$ cat config.mk
export PLATFORM = sky130hd
export DESIGN_NAME = txcf_top
export DESIGN_NICKNAME = d
export VERILOG_FILES = /design/src/rtl/txcf_pkg.sv /design/src/rtl/txcf_flag_hold.sv /design/src/rtl/txcf_disable_or.sv /design/src/rtl/txcf_top.sv
export VERILOG_INCLUDE_DIRS = /design/src /design/src/rtl
export SDC_FILE = /design/constraint.sdc
export NUM_CORES = 1
export LEC_CHECK = 0
export ABC_CLOCK_PERIOD_IN_PS = 2470
export BUFFER_PORTS_ARGS = -buffer_cell sky130_fd_sc_hd__buf_4
export CAP_MARGIN = 20
export CORE_AREA = 2 2 149 151
export CTS_CLUSTER_SIZE = 14
export DETAILED_ROUTE_END_ITERATION = 12
export DIE_AREA = 0 0 151 153
export GPL_TIMING_DRIVEN = 0
export PLACE_DENSITY_LB_ADDON = 0.05
export SYNTH_ARGS = -nofsm -noshare
export SYNTH_HDL_FRONTEND = slang
export SYNTH_HIERARCHICAL = 1
export SYNTH_SLANG_ARGS = --single-unit
export TNS_END_PERCENT = 20
$ cat constraint.sdc
create_clock -name clk -period 2.47 [get_ports clk]
set_input_delay 0.247 -clock clk [delete_from_list [all_inputs] [get_ports clk]]
set_output_delay 0.247 -clock clk [all_outputs]
set_load 0.005 [all_outputs]
$ cat src/rtl/txcf_map.svh
`ifndef TXCF_MAP_SVH
`define TXCF_MAP_SVH
// Summary of operation
// force bit clear lets aux output follow aux input, set forces active.
// invert bit flips the active level of the aux output.
// tx2 alarm hold bit keeps adc alarm flags set, else they track.
// tx2 fast-trip hold bit keeps fast-trip flags set, else they track.
// tx2 warning hold bit keeps adc warning flags set, else they track.
// tx1 alarm hold bit keeps adc alarm flags set, else they track.
// tx1 fast-trip hold bit keeps fast-trip flags set, else they track.
// tx1 warning hold bit keeps adc warning flags set, else they track.
// both config bytes reset to zero and serve both transmitters at once.
// config writes need factory level, or user level with rw permission.
// config reads need factory level, or user level with rw or ro rights.
// fault-gate enable ors the internal fault gate into laser disable.
// fault-pin enable ors the transmit-fault pin into laser disable.
// ignore bit clear ors the transmit-disable input into laser disable.
// with high extension off a high fast-trip alarm raises the fault gate.
// reserved bits 1:0 of the disable byte are stored but do nothing.
// a held flag drops only on a software clear, a reset, or when its hold bit is cleared.

// ==========================================
// register map
`define TXCF_ADDR_OUT_FLAG 8'h89
`define TXCF_ADDR_DIS_SRC 8'h8a
`define TXCF_ADDR_IRQ_STAT 8'hf0
`define TXCF_ADDR_IRQ_MASK 8'hf1
`define TXCF_RST_OUT_FLAG 8'h00
`define TXCF_RST_DIS_SRC 8'h00
`define TXCF_RST_IRQ 4'h0
`define TXCF_RST_PINS 5'h00

// ==========================================
// output and flag latch byte fields
`define TXCF_B_FORCE 7
`define TXCF_B_INV 6
`define TXCF_B_AHOLD2 5
`define TXCF_B_FHOLD2 4
`define TXCF_B_WHOLD2 3
`define TXCF_B_AHOLD1 2
`define TXCF_B_FHOLD1 1
`define TXCF_B_WHOLD1 0

// ==========================================
// disable source byte fields
`define TXCF_C_GATE2 7
`define TXCF_C_FPIN2 6
`define TXCF_C_IGN2 5
`define TXCF_C_GATE1 4
`define TXCF_C_FPIN1 3
`define TXCF_C_IGN1 2

// ==========================================
// interrupt events, pin order and widths
`define TXCF_IRQ_W 4
`define TXCF_EV_DIS1 0
`define TXCF_EV_DIS2 1
`define TXCF_EV_WDENY 2
`define TXCF_EV_RDENY 3
`define TXCF_PIN_N 5
`define TXCF_PIN_FLT1 0
`define TXCF_PIN_FLT2 1
`define TXCF_PIN_DIS1 2
`define TXCF_PIN_DIS2 3
`define TXCF_PIN_AUX 4
`define TXCF_ALARM_W 16
`define TXCF_FT_W 24
`define TXCF_WARN_W 16
`endif

$ cat src/rtl/txcf_pkg.sv
package txcf_pkg;
    // per-transmitter flag hold selection
    typedef struct packed {
        logic adc_alarm;
        logic fast_trip;
        logic adc_warn;
    } txcf_hold_t;
    // per-transmitter disable source selection
    typedef struct packed {
        logic gate_en;
        logic pin_en;
        logic in_ignore;
    } txcf_dis_cfg_t;
endpackage

$ cat src/rtl/txcf_flag_hold.sv
`timescale 1ns/1ns
`default_nettype none
module txcf_flag_hold #(
    parameter int W = 16
) (
    // clock and reset
    input wire logic clk,
    input wire logic srst,
    // comparison results and control
    input wire logic [W-1:0] cmp,
    input wire logic hold,
    input wire logic [W-1:0] clr,
    // flags
    output logic [W-1:0] flags
);
    // a new comparison beats a software clear in the same cycle
    always_ff @(posedge clk)
    begin
        if (srst)
        begin
            flags <= '0;
        end
        else if (hold)
        begin
            flags <= (flags & ~clr) | cmp;
        end
        else
        begin
            flags <= cmp;
        end
    end
endmodule
`default_nettype wire

$ cat src/rtl/txcf_disable_or.sv
`timescale 1ns/1ns
`default_nettype none
module txcf_disable_or (
    // clock and reset
    input wire logic clk,
    input wire logic srst,
    // selection and sources
    input wire txcf_pkg::txcf_dis_cfg_t cfg,
    input wire logic fault_gate,
    input wire logic fault_pin,
    input wire logic disable_in,
    // laser disable
    output logic disable_out
);
    always_ff @(posedge clk)
    begin
        if (srst)
        begin
            disable_out <= 1'b0;
        end
        else
        begin
            disable_out <= (cfg.gate_en & fault_gate)
                | (cfg.pin_en & fault_pin)
                | (~cfg.in_ignore & disable_in);
        end
    end
endmodule
`default_nettype wire

$ cat src/rtl/txcf_top.sv
// The strobed register port was decided locally.
`timescale 1ns/1ns
`default_nettype none
`include "txcf_map.svh"
module txcf_top (
    // clock and reset
    input wire logic clk,
    input wire logic srst,
    // register port
    input wire logic [7:0] reg_addr,
    input wire logic [7:0] reg_wdata,
    input wire logic reg_wr,
    input wire logic reg_rd,
    output logic [7:0] reg_rdata,
    // password state
    input wire logic factory_password_level,
    input wire logic user_password_level,
    input wire logic table2_rw_permission,
    input wire logic table2_read_permission,
    // pins
    input wire logic aux_input_pin,
    input wire logic transmit_fault_pin_tx1,
    input wire logic transmit_fault_pin_tx2,
    input wire logic transmit_disable_in_tx1,
    input wire logic transmit_disable_in_tx2,
    output logic aux_output_pin,
    output logic laser_disable_out_tx1,
    output logic laser_disable_out_tx2,
    // fast-trip fault gate sources
    input wire logic qt_high_alarm_tx1,
    input wire logic qt_high_alarm_tx2,
    input wire logic high_ext_enable_tx1,
    input wire logic high_ext_enable_tx2,
    input wire logic extended_fault_gate_tx1,
    input wire logic extended_fault_gate_tx2,
    // flag comparisons, clears and flags, index 0 is tx1
    input wire logic [1:0][`TXCF_ALARM_W-1:0] adc_alarm_cmp,
    input wire logic [1:0][`TXCF_ALARM_W-1:0] adc_alarm_clr,
    output logic [1:0][`TXCF_ALARM_W-1:0] adc_alarm_flags,
    input wire logic [1:0][`TXCF_FT_W-1:0] fast_trip_cmp,
    input wire logic [1:0][`TXCF_FT_W-1:0] fast_trip_clr,
    output logic [1:0][`TXCF_FT_W-1:0] fast_trip_flags,
    input wire logic [1:0][`TXCF_WARN_W-1:0] adc_warn_cmp,
    input wire logic [1:0][`TXCF_WARN_W-1:0] adc_warn_clr,
    output logic [1:0][`TXCF_WARN_W-1:0] adc_warn_flags,
    // interrupt
    output logic irq
);
    // ==========================================
    // declarations
    logic [7:0] cfg_b_reg;
    logic [7:0] cfg_c_reg;
    logic [`TXCF_IRQ_W-1:0] status_reg;
    logic [`TXCF_IRQ_W-1:0] status_next;
    logic [`TXCF_IRQ_W-1:0] mask_reg;
    logic [`TXCF_IRQ_W-1:0] ev;
    logic [7:0] rdata_reg;
    logic [7:0] rdata_next;
    logic [`TXCF_PIN_N-1:0] pin_raw;
    logic [`TXCF_PIN_N-1:0] pin_meta;
    logic [`TXCF_PIN_N-1:0] pin_sync;
    logic hit_b;
    logic hit_c;
    logic hit_s;
    logic hit_m;
    logic wr_ok;
    logic rd_ok;
    logic cfg_wr;
    logic cfg_rd;
    logic aux_out_reg;
    logic internal_fault_gate_tx1;
    logic internal_fault_gate_tx2;
    logic [1:0] fgate;
    logic [1:0] fpin;
    logic [1:0] din;
    logic [1:0] dis_q;
    logic [1:0] dis_prev;
    txcf_pkg::txcf_hold_t hold [2];
    txcf_pkg::txcf_dis_cfg_t dis_cfg [2];

    // ==========================================
    // pin synchronisers
    assign pin_raw = {aux_input_pin, transmit_disable_in_tx2,
        transmit_disable_in_tx1, transmit_fault_pin_tx2,
        transmit_fault_pin_tx1};

    always_ff @(posedge clk)
    begin
        if (srst)
        begin
            pin_meta <= `TXCF_RST_PINS;
            pin_sync <= `TXCF_RST_PINS;
        end
        else
        begin
            pin_meta <= pin_raw;
            pin_sync <= pin_meta;
        end
    end

    // ==========================================
    // address decode and access rights
    always_comb
    begin
        hit_b = 1'b0;
        hit_c = 1'b0;
        hit_s = 1'b0;
        hit_m = 1'b0;
        if (reg_addr == `TXCF_ADDR_OUT_FLAG)
        begin
            hit_b = 1'b1;
        end
        else if (reg_addr == `TXCF_ADDR_DIS_SRC)
        begin
            hit_c = 1'b1;
        end
        else if (reg_addr == `TXCF_ADDR_IRQ_STAT)
        begin
            hit_s = 1'b1;
        end
        else if (reg_addr == `TXCF_ADDR_IRQ_MASK)
        begin
            hit_m = 1'b1;
        end
    end

    assign wr_ok = factory_password_level
        | (user_password_level & table2_rw_permission);
    assign rd_ok = factory_password_level
        | (user_password_level
        & (table2_rw_permission | table2_read_permission));
    assign cfg_wr = reg_wr & (hit_b | hit_c);
    assign cfg_rd = reg_rd & (hit_b | hit_c);

    // ==========================================
    // configuration bytes
    // one copy serves both transmitter address spaces
    always_ff @(posedge clk)
    begin
        if (srst)
        begin
            cfg_b_reg <= `TXCF_RST_OUT_FLAG;
        end
        else if (reg_wr && hit_b && wr_ok)
        begin
            cfg_b_reg <= reg_wdata;
        end
    end

    // reserved low bits are kept only for read back
    always_ff @(posedge clk)
    begin
        if (srst)
        begin
            cfg_c_reg <= `TXCF_RST_DIS_SRC;
        end
        else if (reg_wr && hit_c && wr_ok)
        begin
            cfg_c_reg <= reg_wdata;
        end
    end

    // ==========================================
    // interrupt status and mask
    assign ev[`TXCF_EV_DIS1] = dis_q[0] & ~dis_prev[0];
    assign ev[`TXCF_EV_DIS2] = dis_q[1] & ~dis_prev[1];
    assign ev[`TXCF_EV_WDENY] = cfg_wr & ~wr_ok;
    assign ev[`TXCF_EV_RDENY] = cfg_rd & ~rd_ok;

    // an event in the clearing read cycle survives
    always_comb
    begin
        status_next = status_reg;
        if (reg_rd && hit_s)
        begin
            status_next = `TXCF_RST_IRQ;
        end
        status_next = status_next | ev;
    end

    always_ff @(posedge clk)
    begin
        if (srst)
        begin
            status_reg <= `TXCF_RST_IRQ;
            dis_prev <= 2'b00;
        end
        else
        begin
            status_reg <= status_next;
            dis_prev <= dis_q;
        end
    end

    always_ff @(posedge clk)
    begin
        if (srst)
        begin
            mask_reg <= `TXCF_RST_IRQ;
        end
        else if (reg_wr && hit_m)
        begin
            mask_reg <= reg_wdata[`TXCF_IRQ_W-1:0];
        end
    end

    assign irq = |(status_reg & mask_reg);

    // ==========================================
    // read data, valid only in the cycle after the strobe
    always_comb
    begin
        rdata_next = 8'h00;
        if (!reg_rd)
        begin
            rdata_next = 8'h00;
        end
        else if (hit_b && rd_ok)
        begin
            rdata_next = cfg_b_reg;
        end
        else if (hit_c && rd_ok)
        begin
            rdata_next = cfg_c_reg;
        end
        else if (hit_s)
        begin
            rdata_next = {4'h0, status_reg};
        end
        else if (hit_m)
        begin
            rdata_next = {4'h0, mask_reg};
        end
    end

    always_ff @(posedge clk)
    begin
        if (srst)
        begin
            rdata_reg <= 8'h00;
        end
        else
        begin
            rdata_reg <= rdata_next;
        end
    end

    assign reg_rdata = rdata_reg;

    // ==========================================
    // auxiliary output
    always_ff @(posedge clk)
    begin
        if (srst)
        begin
            aux_out_reg <= 1'b0;
        end
        else
        begin
            aux_out_reg <= (cfg_b_reg[`TXCF_B_FORCE]
                | pin_sync[`TXCF_PIN_AUX])
                ^ cfg_b_reg[`TXCF_B_INV];
        end
    end

    assign aux_output_pin = aux_out_reg;

    // ==========================================
    // fault gates, disable sources and flag holds
    // the extension timer lives outside and hands its own gate in
    assign internal_fault_gate_tx1 = extended_fault_gate_tx1
        | (~high_ext_enable_tx1 & qt_high_alarm_tx1);
    assign internal_fault_gate_tx2 = extended_fault_gate_tx2
        | (~high_ext_enable_tx2 & qt_high_alarm_tx2);
    assign fgate = {internal_fault_gate_tx2, internal_fault_gate_tx1};
    assign fpin = {pin_sync[`TXCF_PIN_FLT2], pin_sync[`TXCF_PIN_FLT1]};
    assign din = {pin_sync[`TXCF_PIN_DIS2], pin_sync[`TXCF_PIN_DIS1]};

    assign hold[0] = {cfg_b_reg[`TXCF_B_AHOLD1],
        cfg_b_reg[`TXCF_B_FHOLD1], cfg_b_reg[`TXCF_B_WHOLD1]};
    assign hold[1] = {cfg_b_reg[`TXCF_B_AHOLD2],
        cfg_b_reg[`TXCF_B_FHOLD2], cfg_b_reg[`TXCF_B_WHOLD2]};
    assign dis_cfg[0] = {cfg_c_reg[`TXCF_C_GATE1],
        cfg_c_reg[`TXCF_C_FPIN1], cfg_c_reg[`TXCF_C_IGN1]};
    assign dis_cfg[1] = {cfg_c_reg[`TXCF_C_GATE2],
        cfg_c_reg[`TXCF_C_FPIN2], cfg_c_reg[`TXCF_C_IGN2]};

    for (genvar t = 0; t < 2; t++)
    begin : g_tx

        txcf_disable_or u_dis (
            .clk(clk),
            .srst(srst),
            .cfg(dis_cfg[t]),
            .fault_gate(fgate[t]),
            .fault_pin(fpin[t]),
            .disable_in(din[t]),
            .disable_out(dis_q[t])
        );

        txcf_flag_hold #(.W(`TXCF_ALARM_W)) u_alarm (
            .clk(clk),
            .srst(srst),
            .cmp(adc_alarm_cmp[t]),
            .hold(hold[t].adc_alarm),
            .clr(adc_alarm_clr[t]),
            .flags(adc_alarm_flags[t])
        );

        txcf_flag_hold #(.W(`TXCF_FT_W)) u_ftrip (
            .clk(clk),
            .srst(srst),
            .cmp(fast_trip_cmp[t]),
            .hold(hold[t].fast_trip),
            .clr(fast_trip_clr[t]),
            .flags(fast_trip_flags[t])
        );

        txcf_flag_hold #(.W(`TXCF_WARN_W)) u_warn (
            .clk(clk),
            .srst(srst),
            .cmp(adc_warn_cmp[t]),
            .hold(hold[t].adc_warn),
            .clr(adc_warn_clr[t]),
            .flags(adc_warn_flags[t])
        );
    end

    assign laser_disable_out_tx1 = dis_q[0];
    assign laser_disable_out_tx2 = dis_q[1];
endmodule
`default_nettype wire

Word-level counts from Yosys, hierarchy flattened
Cells that the tools add are included.
{ "word_totals": {"register_bits": 159, "out_inout_bits": 124, "latchBits": 0, "n_memories": 0, "mem_bits_ro": 0, "ram_bits": 0, "word_cells": 109} }
{ "op_classes": {"shift": 0, "n_addsub": 0, "eq_ne": 4, "muxes": 21, "order_cmp": 0, "div": 0, "n_bitwise": 57, "n_mul": 0, "reduce_logical": 10} }
{ "op_table": {"columns": ["operator", "count"], "rows": [
  ["$and 16x16->16", 4],
  ["$mux 16", 4],
  ["$not 16->16", 4],
  ["$or 16x16->16", 4],
  ["$and 24x24->24", 2],
  ["$mux 24", 2],
  ["$not 24->24", 2],
  ["$or 24x24->24", 2],
  ["$eq 8x8->1 const B", 4],
  ["$and 1x1->1", 16],
  ["$mux 8", 2],
  ["$mux 4", 3],
  ["$or 1x1->1", 11],
  ["$mux 1", 10],
  ["$not 1->1", 9],
  ["$logic_and 1x1->1", 8],
  ["$and 4x4->4", 1],
  ["$or 4x4->4", 1],
  ["$reduce_or 4->1", 1],
  ["$reduce_or 2->1", 1],
  ["$xor 1x1->1", 1]
]} }

Longest topological paths before layout
Gate-level depths: netlist of the first run.
{ "depth": {"ltp_word": 9, "depth_mapped": 7, "depth_no_buf": 4} }

Modules after synthesis
The synthesis of the first run kept the hierarchy.
{ "modules_own_cells": {"columns": ["mod", "area_each_um2", "cells_each", "n_inst"], "rows": [
  ["txcf_flag_hold at g_tx[0].u_alarm ...", 616.8, 68, 4],
  ["txcf_flag_hold at g_tx[0].u_ftrip ...", 978.4, 100, 2],
  ["txcf_top", 1848.0, 205, 1],
  ["txcf_disable_or", 40.0, 5, 2]
]} }

Worst setup path before layout of the first run
Ideal clock, no wire load.
{ "synth_timing": {"path_type": "input to register", "from": "input port reg_addr[4]", "to": "register cfg_b_reg[6]", "arrival_time_ns": 1.821, "path_stages": 7, "n_path_buf": 3, "slack_ns": 0.517, "cell_sequence": "or4b_1 -> buf_2 -> or4_4 -> buf_6 -> buf_6 -> o21ai_1 -> a21oi_1"} }
{ "synth_between": {"elab_chain_cells": 4} }
{ "synth_lines": {"columns": ["element", "line_no", "rtl"], "rows": [
  ["start, declared", "txcf_top.sv:10", "input wire logic [7:0] reg_addr,"],
  ["$eq 8x8->1 (no line)", null, null],
  ["$mux 1", "txcf_top.sv:109", "if (reg_addr == `TXCF_ADDR_OUT_FLAG)"],
  ["$logic_and 1x1->1 (2 in series)", "txcf_top.sv:144", "else if (reg_wr && hit_b && wr_ok)"],
  ["end signal, assigned", "txcf_top.sv:142", "cfg_b_reg <= `TXCF_RST_OUT_FLAG;"],
  ["end signal, assigned", "txcf_top.sv:146", "cfg_b_reg <= reg_wdata;"],
  ["end, declared", "txcf_top.sv:51", "logic [7:0] cfg_b_reg;"]
]} }
Every way passes these cells.
A chain may end at the register's enable or synchronous reset.

Worst setup path in the final report of the first run
{ "layout_timing": {"from": "input port reg_addr[4]", "to": "register cfg_b_reg[3]"} }
Same word-level chain as after synthesis.

==> impl_metrics.env, run 1 <==
export IMPL_outcome="completed"
export IMPL_drt_iter0_drc=237
export IMPL_endpoint_kind="flop"
export IMPL_synth_edff_count=0
export IMPL_dr_total_vias=6150
export IMPL_num_antenna_cells=0
export IMPL_crit_slowest_cell="nor4_4"
export IMPL_cts_resized=0
export IMPL_fin_crit_sh_pct=75.3
export IMPL_p_clk_share_pct=41.6
export IMPL_critical_path_max_stage_delay_ns=0.51
export IMPL_clkSinkCount=159
export IMPL_p_seq_share_pct=46.2
export IMPL_synthDominantCellAreaShare_pct=50.1
export IMPL_clk_path_buf_depth=2
export IMPL_htreeDepth=4
export IMPL_min_delay_worst_endpoint="pin_meta[3]"
export IMPL_first_pass_iters=4
export IMPL_fin_tns_setup_ns=0
export IMPL_fp_dieH_um=153
export IMPL_switching_power_uw=1440
export IMPL_sw_frac_of_total_pct=24.3
export IMPL_hpwl_um=17500
export IMPL_drt_total_wl_um=22100
export IMPL_start_kind="input pin"
export IMPL_initial_core_util_pct=29.6
export IMPL_fmax_ghz=0.538
export IMPL_slew_headroom_pct=58.0
export IMPL_yosys_register_bits=159
export IMPL_worstPathCellList="buf_4 -> or4b_1 -> buf_2 -> nor4_4 -> buf_2 -> nand3_1 -> a21oi_1"
export IMPL_p_int_uw=4470
export IMPL_hold_path_class="input pin to flop"
export IMPL_wire_per_inst_um=16.0
export IMPL_cp_max_fo=10
export IMPL_cts_buffers=17
export IMPL_cts_root_buf="clkbuf_16"
export IMPL_grt_pass1_vias=5886
export IMPL_finalMaxSlewViolations=0
export IMPL_synthesis_area_mm2=0.00635
export IMPL_synth_area_per_cell_um2=9.25
export IMPL_hold_path_startpoint="transmit_disable_in_tx2"
export IMPL_rsz0062_at_grt="no"
export IMPL_ys_seq_area_share_pct=50.1
export IMPL_netlist_instances=687
export IMPL_yosysTopAreaCell="dfxtp_1"
export IMPL_design_area_mm2=0.0101
export IMPL_grt_ovfl_total=0
export IMPL_largest_reg_flops=48
export IMPL_finalHoldViolCount=0
export IMPL_cpMostUsedCell="buf_2"
export IMPL_area_growth_pct=59.3
export IMPL_gr_usage_all_layers_pct=18.6
export IMPL_min_period_ns=1.86
export IMPL_synthArstFlopShare_pct=0
export IMPL_die_w_um=151
export IMPL_port_buffers=382
export IMPL_antenna_found_initial=0
export IMPL_p_per_area_mw_per_mm2=584
export IMPL_hold_buffers=0
export IMPL_cts_tree="done"
export IMPL_clk_insertion_delay_late_ns=0.42
export IMPL_yosys_top_cells_area="dfxtp_1, nand3b_1, a21oi_1"
export IMPL_reg_top3="g_tx.u_ftrip/flags (48), g_tx.u_alarm/flags (32), g_tx.u_warn/flags (32)"
export IMPL_dieArea_mm2=0.0231
export IMPL_drc=0
export IMPL_nFillCells=2180
export IMPL_path_clk_slew_ns=0.07
export IMPL_via_per_inst=4.45
export IMPL_reg2reg_to="g_tx[1].u_ftrip/flags[4]"
export IMPL_synthFlopType="dfxtp_1"
export IMPL_placed_cell_area_mm2=0.00957
export IMPL_setup_viol=0
export IMPL_r2r_start="cfg_b_reg[4]"
export IMPL_fin_skew_ns=0.00970
export IMPL_comb_power_share_pct=12.2
export IMPL_nets=1347
export IMPL_synth_nets=946
export IMPL_cts_setup_buffers=0
export IMPL_critPathRequiredTime_ns=2.81
export IMPL_regArea_mm2=0.00318
export IMPL_p_leak_uw=0.00470
export IMPL_drtAntennaViolNets=0
export IMPL_drive_gt1_share_pct=44.2
export IMPL_core_area_mm2=0.0215
export IMPL_rrSetupSlack_ns=1.39
export IMPL_ff2ff_path_depth=3
export IMPL_largest_register="g_tx.u_ftrip/flags"
export IMPL_arrival_ns=2.20
export IMPL_grt_max_degree=22
export IMPL_ir_drop_uv=410
export IMPL_synth_cell_types=45
export IMPL_yosys_warnings=6
export IMPL_gp_congestion=0.813
export IMPL_min_path_cells=2
export IMPL_worstSetupPathType="input pin to flop"
export IMPL_io_pins=383
export IMPL_max_cap_violations=0
export IMPL_multi_input_area_mm2=0.00246
export IMPL_grt_pass1_wl_um=32800
export IMPL_num_rows=54
export IMPL_worstMarginPinSlew_ns=0.629
-- cells in the mapped netlist (2+ instances only) --
cell        n
a21o_1      2
a21oi_1    96
a21oi_2    40
a22oi_1    10
a31oi_1     2
and3_1      4
buf_2      10
buf_6      10
buf_8       4
clkbuf_1    7
clkbuf_2    4
dfxtp_1   159
inv_1     117
mux2i_1     4
nand2_1     7
nand2b_1    3
nand3_1    17
nand3b_1  112
nor2_1     15
nor2b_1    15
nor3_1      2
o21ai_0    15
o21ai_1    10
-- layer usage --
metal	GRT usage (%)	routed length, um	vias up	part of all wire [%]
li1	-	-	3105	-
met1	21.5	8920	2835	40
met2	33.2	11400	200	52
met3	5.34	1610	10	7.3
met4	4.85	196	0	0.89
met5	0	0	-	0
-- placed cells by master (no fill, tap or decap), drive strengths merged, types with 3 or more instances in the layout --
master | synthesis | final
o21ai | 25 | 25
nand2b | 3 | 3
nor4 | 3 | 3
a22oi | 10 | 10
nand2 | 7 | 7
nand3 | 17 | 17
a21oi | 136 | 136
nor2 | 15 | 15
clkinv | 0 | 4
and3 | 4 | 4
nand3b | 112 | 112
inv | 117 | 122
clkinvlp | 0 | 4
mux2i | 4 | 4
dfxtp | 159 | 159
nor2b | 15 | 15
clkbuf | 11 | 30
buf | 24 | 406
-- cell type report --
class                           instances  area share (%)
Multi-Input combinational cell        376            24.3
Tap cell                              280            3.46
Clock buffer                           19            4.38
Inverter                              117            4.34
Timing Repair Buffer                  382            28.3
Sequential cell                       159            31.5
Buffer                                 35            2.66
Clock inverter                         13            1.03
-- worst max-delay path: cells and delay by family --
family | cells | cell delay [ns]
AOI/OAI and AO/OA | 1 | 0.16
buffers and inverters | 3 | 0.64
and+or+nand+nor | 3 | 1.15
-- power by group through the flow --
| stage | logic, uW | registers, uW | clock network [uW] |
|---|---|---|---|
| global placement | 728 | 2780 | 0 |
| finish | 722 | 2730 | 2460 |
| floorplan | 191 | 2790 | 0 |
| CTS | 733 | 2730 | 2540 |
| global route | 787 | 2740 | 2660 |
| detailed placement | 730 | 2780 | 0 |
-- how the worst max path moves through the flow --
stage	startpoint	end	slack [ns]	cells past startpoint
after floorplan	reg_addr[4]	cfg_b_reg[6]	0.52	7
after global placement	reg_addr[4]	cfg_b_reg[6]	0.24	7
after detailed placement	reg_addr[4]	cfg_b_reg[3]	0.24	7
after CTS	reg_addr[4]	cfg_b_reg[3]	0.67	7
after global routing	reg_addr[4]	cfg_b_reg[0]	0.50	7
final	reg_addr[4]	cfg_b_reg[3]	0.61	7
-- per-stage QoR --
step	worst slack [ns]	hold WS [ns]	total power, uW	std cells	utilization, %
global placement	0.237	0.417	3510	1349	44.5
global route	0.496	0.0120	6180	1381	47.1
CTS	0.667	0.0123	6000	1381	47.1
finish	0.611	0.0283	5910	1381	47.1
floorplan	0.517	0.316	2980	687	-
detailed placement	0.241	0.427	3510	1349	44.5
-- cells by family after synthesis --
logic type / Yosys count / synth area share [%]
AND/OR/NAND/NOR: 189 / 20.2
AO/OA/AOI/OAI: 181 / 17.6
flip-flops: 159 / 50.1
buffers and inverters: 152 / 11.1
multiplexers: 4 / 0.630
XOR/XNOR: 2 / 0.276
Note: power is estimated with default switching activity, not from simulation.
==> run 2: changes to the inputs <==
- ABC_CLOCK_PERIOD_IN_PS: 2470 -> 1600
- CORE_AREA: 2 2 149 151 -> 2 2 147 149
- DIE_AREA: 0 0 151 153 -> 0 0 149 151
- clock period: 2.47 -> 1.6 ns (I/O delays scaled with it)
==> run 2 against run 1 <==
Against the previous run:
- worst setup slack worse by 0.58 ns
- global-route usage increased by 3.6 points
- hold slack lost 0.011 ns
- wire length up 17%
- utilization increased by 13 points
- final area increased by 24%
- via count is 16% higher
- register-to-register slack worse by 1.3 ns
- clock skew is 0.0010 ns lower
==> impl_metrics.env, run 2 (same netlist as run 1, synthesis figures left out) <==
export IMPL_outcome="completed"
export IMPL_p_leak_uw=0.00583
export IMPL_nets=1570
export IMPL_max_cap_violations=0
export IMPL_via_per_inst=4.48
export IMPL_io_pins=383
export IMPL_critPathRequiredTime_ns=1.89
export IMPL_clk_insertion_delay_late_ns=0.43
export IMPL_fin_tns_setup_ns=0
export IMPL_place_ws_ns=-0.479
export IMPL_gr_usage_all_layers_pct=22.1
export IMPL_cts_buffers=17
export IMPL_p_clk_share_pct=43.9
export IMPL_die_w_um=149
export IMPL_endpoint_kind="flop"
export IMPL_setup_viol=0
export IMPL_rsz0062_at_grt="yes"
export IMPL_grt_pass1_wl_um=38100
export IMPL_switching_power_uw=2310
export IMPL_p_int_uw=8030
export IMPL_num_antenna_cells=0
export IMPL_core_area_mm2=0.0208
export IMPL_worstMarginPinSlew_ns=0.683
export IMPL_largest_register="g_tx.u_ftrip/flags"
export IMPL_reg_top3="g_tx.u_ftrip/flags (48), g_tx.u_alarm/flags (32), g_tx.u_warn/flags (32)"
export IMPL_cts_root_buf="clkbuf_16"
export IMPL_critPathBufInv=2
export IMPL_min_period_ns=1.57
export IMPL_drc=0
export IMPL_arrival_ns=1.86
export IMPL_drive_gt1_share_pct=37.5
export IMPL_gp_congestion=0.781
export IMPL_grt_max_degree=22
export IMPL_drt_iter0_drc=242
export IMPL_p_per_area_mw_per_mm2=827
export IMPL_p_seq_share_pct=40.8
export IMPL_layout_commonest_cell="buf_4"
export IMPL_sw_frac_of_total_pct=22.3
export IMPL_initial_core_util_pct=30.5
export IMPL_cp_top_family="simple AND/OR/NAND/NOR gates"
export IMPL_drtAntennaViolNets=0
export IMPL_largest_reg_flops=48
export IMPL_ir_drop_uv=672
export IMPL_finalMaxSlewViolations=0
export IMPL_worstPathCellList="buf_4 -> or4b_4 -> or4_4 -> clkbuf_16 -> o21ai_1 -> a21oi_1"
export IMPL_drt_total_wl_um=25800
export IMPL_place_inst=1344
export IMPL_cts_tree="done"
export IMPL_grt_ovfl_total=0
export IMPL_grt_pass1_vias=7245
export IMPL_comb_power_share_pct=15.3
export IMPL_worst_slack_ns=0.0297
export IMPL_fp_dieH_um=151
export IMPL_port_buffers=382
export IMPL_p_total_uw=10300
export IMPL_clk_path_buf_depth=2
export IMPL_fmax_ghz=0.637
export IMPL_fin_crit_sh_pct=98.1
export IMPL_worstSetupPathType="input pin to flop"
export IMPL_wire_per_inst_um=16.1
export IMPL_layout_cells_non_filler=1599
export IMPL_area_growth_pct=96.7
export IMPL_nFillCells=1871
export IMPL_hpwl_um=18200
export IMPL_slew_headroom_pct=53.8
export IMPL_final_cell_mix="buf_4, dlygate4sd3_1, dfxtp_1"
export IMPL_critical_path_max_stage_delay_ns=0.63
export IMPL_path_clk_slew_ns=0.06
export IMPL_dr_total_vias=7161
export IMPL_crit_slowest_cell="or4_4"
export IMPL_start_kind="input pin"
export IMPL_fin_skew_ns=0.00865
export IMPL_num_rows=53
export IMPL_antenna_found_initial=0
export IMPL_first_pass_iters=7
export IMPL_htreeDepth=4
export IMPL_holdWs_ns=0.0177
export IMPL_finalHoldViolCount=0
export IMPL_clkSinkCount=159
export IMPL_hold_path_class="input pin to flop"
export IMPL_dieArea_mm2=0.0225
export IMPL_cp_max_fo=8
[run 2: final cells by class]
class	instances	area (um2)	share of cell area, %
Tap cell	275	344	2.75
Buffer	33	263	2.10
Clock buffer	20	447	3.57
Sequential cell	159	3190	25.5
Multi-Input combinational cell	376	2490	19.9
Timing Repair Buffer	607	5120	41.0
Clock inverter	12	208	1.66
Inverter	117	439	3.51
[run 2: path summary, 6_finish.rpt]
check	startpoint	endpoint	slack, ns	cells past startpoint
worst max-delay path	reg_addr[6]	cfg_c_reg[0]	0.03	6
worst max register to register	cfg_b_reg[3]	g_tx[1].u_warn/flags[7]	0.08	5
worst min-delay path	fast_trip_cmp[36]	g_tx[1].u_ftrip/flags[12]	0.02	3
worst min register to register	pin_meta[0]	pin_sync[0]	0.44	1
[run 2: power groups by stage]
stage,Combinational [uW],Sequential [uW],Clock (uW)
finish,1580,4210,4540
global route,1700,4230,4830
CTS,1570,4210,4670
detailed placement,1130,4300,0
global placement,1130,4290,0
floorplan,296,4310,0
[run 2: layer usage]
| layer | GRT usage [%] | share of wire [%] | vias up |
|---|---|---|---|
| li1 | - | - | 3546 |
| met1 | 25.0 | 39 | 3291 |
| met2 | 38.6 | 50 | 255 |
| met3 | 5.33 | 6.2 | 69 |
| met4 | 12.2 | 4.9 | 0 |
| met5 | 0 | 0 | - |
[run 2: worst reg2reg max path, delay by kind of cell, from the launching register on]
family	cells	cell delay, ns
DFF	1	0.36
buffers and inverters	3	0.86
AOI/OAI and AO/OA	1	0.17
and+or+nand+nor	1	0.09
[run 2: stage by stage]
step / util, % / cell area (um2)
6_report: 60.0 / 12500
4_1_cts: 59.7 / 12400
3_5_place_dp: 46.0 / 9570
2_1_floorplan: - / 6360
3_3_place_gp: 46.0 / 9570
5_1_grt: 60.0 / 12500
[run 2: repair_timing]
action / CTS / global route
buffers inserted: 0 / 4
pin swaps: 0 / 4
hold buffers: 220 / 0
setup endpoints to repair: 12 / 46
cloned: 0 / 1
gates resized for setup: 1 / 9
endpoints found under the hold margin: 126 / 0
==> run 3: changes to the inputs <==
- CORE_AREA: 2 2 147 149 -> 2 2 150 152
- CTS_BUF_LIST: default -> sky130_fd_sc_hd__clkbuf_4 sky130_fd_sc_hd__clkbuf_8
- DIE_AREA: 0 0 149 151 -> 0 0 152 154
==> run 3 against run 2 <==
Against the previous run:
- utilization is 2.7 points lower
- non-clock buffer count increased by 19
- sequential power about the same
- clock-buffer cell count down 3
- final area fell by 0.48%
- combinational power about the same
==> impl_metrics.env, run 3 (same netlist as run 1, synthesis figures left out) <==
export IMPL_r2r_start="cfg_b_reg[5]"
export IMPL_grt_max_degree=22
export IMPL_drtAntennaViolNets=0
export IMPL_core_area_mm2=0.0217
export IMPL_start_kind="input pin"
export IMPL_gp_congestion=0.827
export IMPL_ff2ff_path_depth=5
export IMPL_antenna_found_initial=0
export IMPL_endpoint_kind="flop"
export IMPL_worstSetupPathType="input pin to flop"
export IMPL_layout_commonest_cell="buf_4"
export IMPL_fin_skew_ns=0.0156
export IMPL_drc=0
export IMPL_drive_gt1_share_pct=37.2
export IMPL_reg_top3="g_tx.u_ftrip/flags (48), g_tx.u_alarm/flags (32), g_tx.u_warn/flags (32)"
export IMPL_min_period_ns=1.60
export IMPL_num_rows=54
export IMPL_gr_usage_all_layers_pct=21.2
export IMPL_cts_root_buf="clkbuf_8"
export IMPL_cts_buffers=17
export IMPL_wire_per_inst_um=15.4
export IMPL_arrival_ns=1.93
export IMPL_fin_tns_setup_ns=0
export IMPL_worstMarginPinSlew_ns=0.632
export IMPL_reg2reg_to="g_tx[1].u_alarm/flags[3]"
export IMPL_drt_total_wl_um=25000
export IMPL_placed_cell_area_mm2=0.00958
export IMPL_finalMaxSlewViolations=0
export IMPL_area_growth_pct=95.8
export IMPL_max_cap_violations=0
export IMPL_grt_ovfl_total=0
export IMPL_nets=1589
export IMPL_outcome="completed"
export IMPL_die_w_um=152
export IMPL_num_antenna_cells=0
export IMPL_io_pins=383
export IMPL_design_area_mm2=0.0124
export IMPL_dr_total_vias=7154
export IMPL_finalHoldViolCount=0
export IMPL_drt_iter0_drc=423
export IMPL_cp_max_fo=10
export IMPL_hold_path_startpoint="extended_fault_gate_tx2"
export IMPL_via_per_inst=4.41
export IMPL_cts_tree="done"
export IMPL_clk_path_buf_depth=2
export IMPL_nFillCells=2048
export IMPL_fmax_ghz=0.626
export IMPL_fp_dieH_um=154
export IMPL_hold_path_class="input pin to flop"
export IMPL_p_leak_uw=0.00582
export IMPL_worst_slack_ns=0.00259
export IMPL_slew_headroom_pct=57.8
export IMPL_rrSetupSlack_ns=0.06
export IMPL_min_delay_worst_endpoint="g_tx[1].u_dis/disable_out"
export IMPL_rsz0062_at_grt="yes"
export IMPL_critPathRequiredTime_ns=1.93
export IMPL_fin_crit_sh_pct=99.8
export IMPL_ir_drop_uv=413
export IMPL_htreeDepth=4
export IMPL_largest_reg_flops=48
export IMPL_port_buffers=382
export IMPL_min_path_cells=4
export IMPL_clkSinkCount=159
export IMPL_p_total_uw=9060
export IMPL_first_pass_iters=6
export IMPL_hpwl_um=17900
export IMPL_final_cell_mix="buf_4, dlygate4sd3_1, dfxtp_1"
export IMPL_p_per_area_mw_per_mm2=728
export IMPL_grt_pass1_vias=7481
export IMPL_setup_viol=0
export IMPL_clk_insertion_delay_late_ns=0.46
export IMPL_place_ws_ns=-0.464
export IMPL_dieArea_mm2=0.0234
export IMPL_path_clk_slew_ns=0.11
export IMPL_grt_pass1_wl_um=39500
export IMPL_initial_core_util_pct=29.3
export IMPL_final_util_pct=57.3
export IMPL_largest_register="g_tx.u_ftrip/flags"
## run 3: cell count changes in the layout (fill, tap and decap cells not counted), moves of 3 or more
| cell | change |
|---|---|
| inv_8 | +6 |
| dlygate4sd3_1 | +18 |
| clkbuf_8 | +16 |
| clkbuf_16 | -18 |
| bufinv_16 | -3 |
## run 3: stage by stage
stage	hold slack, ns	instances
3_3_place_gp	0.374	1349
3_5_place_dp	0.376	1349
2_1_floorplan	0.229	687
5_1_grt	0.0732	1623
6_report	0.0631	1623
4_1_cts	0.0391	1619
## run 3: report_power, final
group,switching [uW],leakage (uW),total [uW],internal [uW]
Combinational,509,0.00429,1610,1100
Clock,1770,0.000209,3240,1480
Sequential,84.8,0.00132,4210,4120
## run 3: how the worst max path moves through the flow
stage	start	endpoint	slack [ns]	cells after the start
after detailed placement	reg_addr[4]	cfg_b_reg[7]	-0.46	8
after global placement	reg_addr[4]	cfg_b_reg[7]	-0.47	8
final	reg_addr[4]	cfg_c_reg[2]	0.003	8
after CTS	cfg_b_reg[4]	g_tx[1].u_ftrip/flags[14]	0.02	4
after floorplan	reg_addr[4]	cfg_c_reg[0]	-0.24	7
after global routing	reg_addr[4]	cfg_c_reg[2]	-0.04	8
## run 3: critical path: stages
cell	delay, ns
buf_4	0.12
or4b_4	0.53
buf_6	0.15
or4_4	0.47
buf_6	0.15
buf_6	0.14
o21ai_1	0.12
a21oi_1	0.08
## run 3: routing by layer
metal / track usage [%] / part of all wire (%) / vias to the layer above
met2: 38.8 / 52 / 217
li1: - / - / 3591
met3: 3.95 / 4.0 / 32
met5: 0 / 0 / -
met4: 6.45 / 2.1 / 0
met1: 25.1 / 42 / 3314
## run 3: what timing repair did
item | in CTS | in global routing
setup endpoints to repair | 0 | 62
hold endpoints to repair | 138 | 0
hold buffers | 238 | 0
buffers inserted | 0 | 4
resized for setup | 0 | 10
## run 3: final cells by class
class | instances | area (um2) | area share, %
Buffer | 35 | 278 | 2.23
Clock buffer | 17 | 234 | 1.88
Clock inverter | 15 | 195 | 1.57
Inverter | 117 | 439 | 3.53
Multi-Input combinational cell | 376 | 2470 | 19.9
Sequential cell | 159 | 3190 | 25.6
Tap cell | 280 | 350 | 2.82
Timing Repair Buffer | 624 | 5280 | 42.5
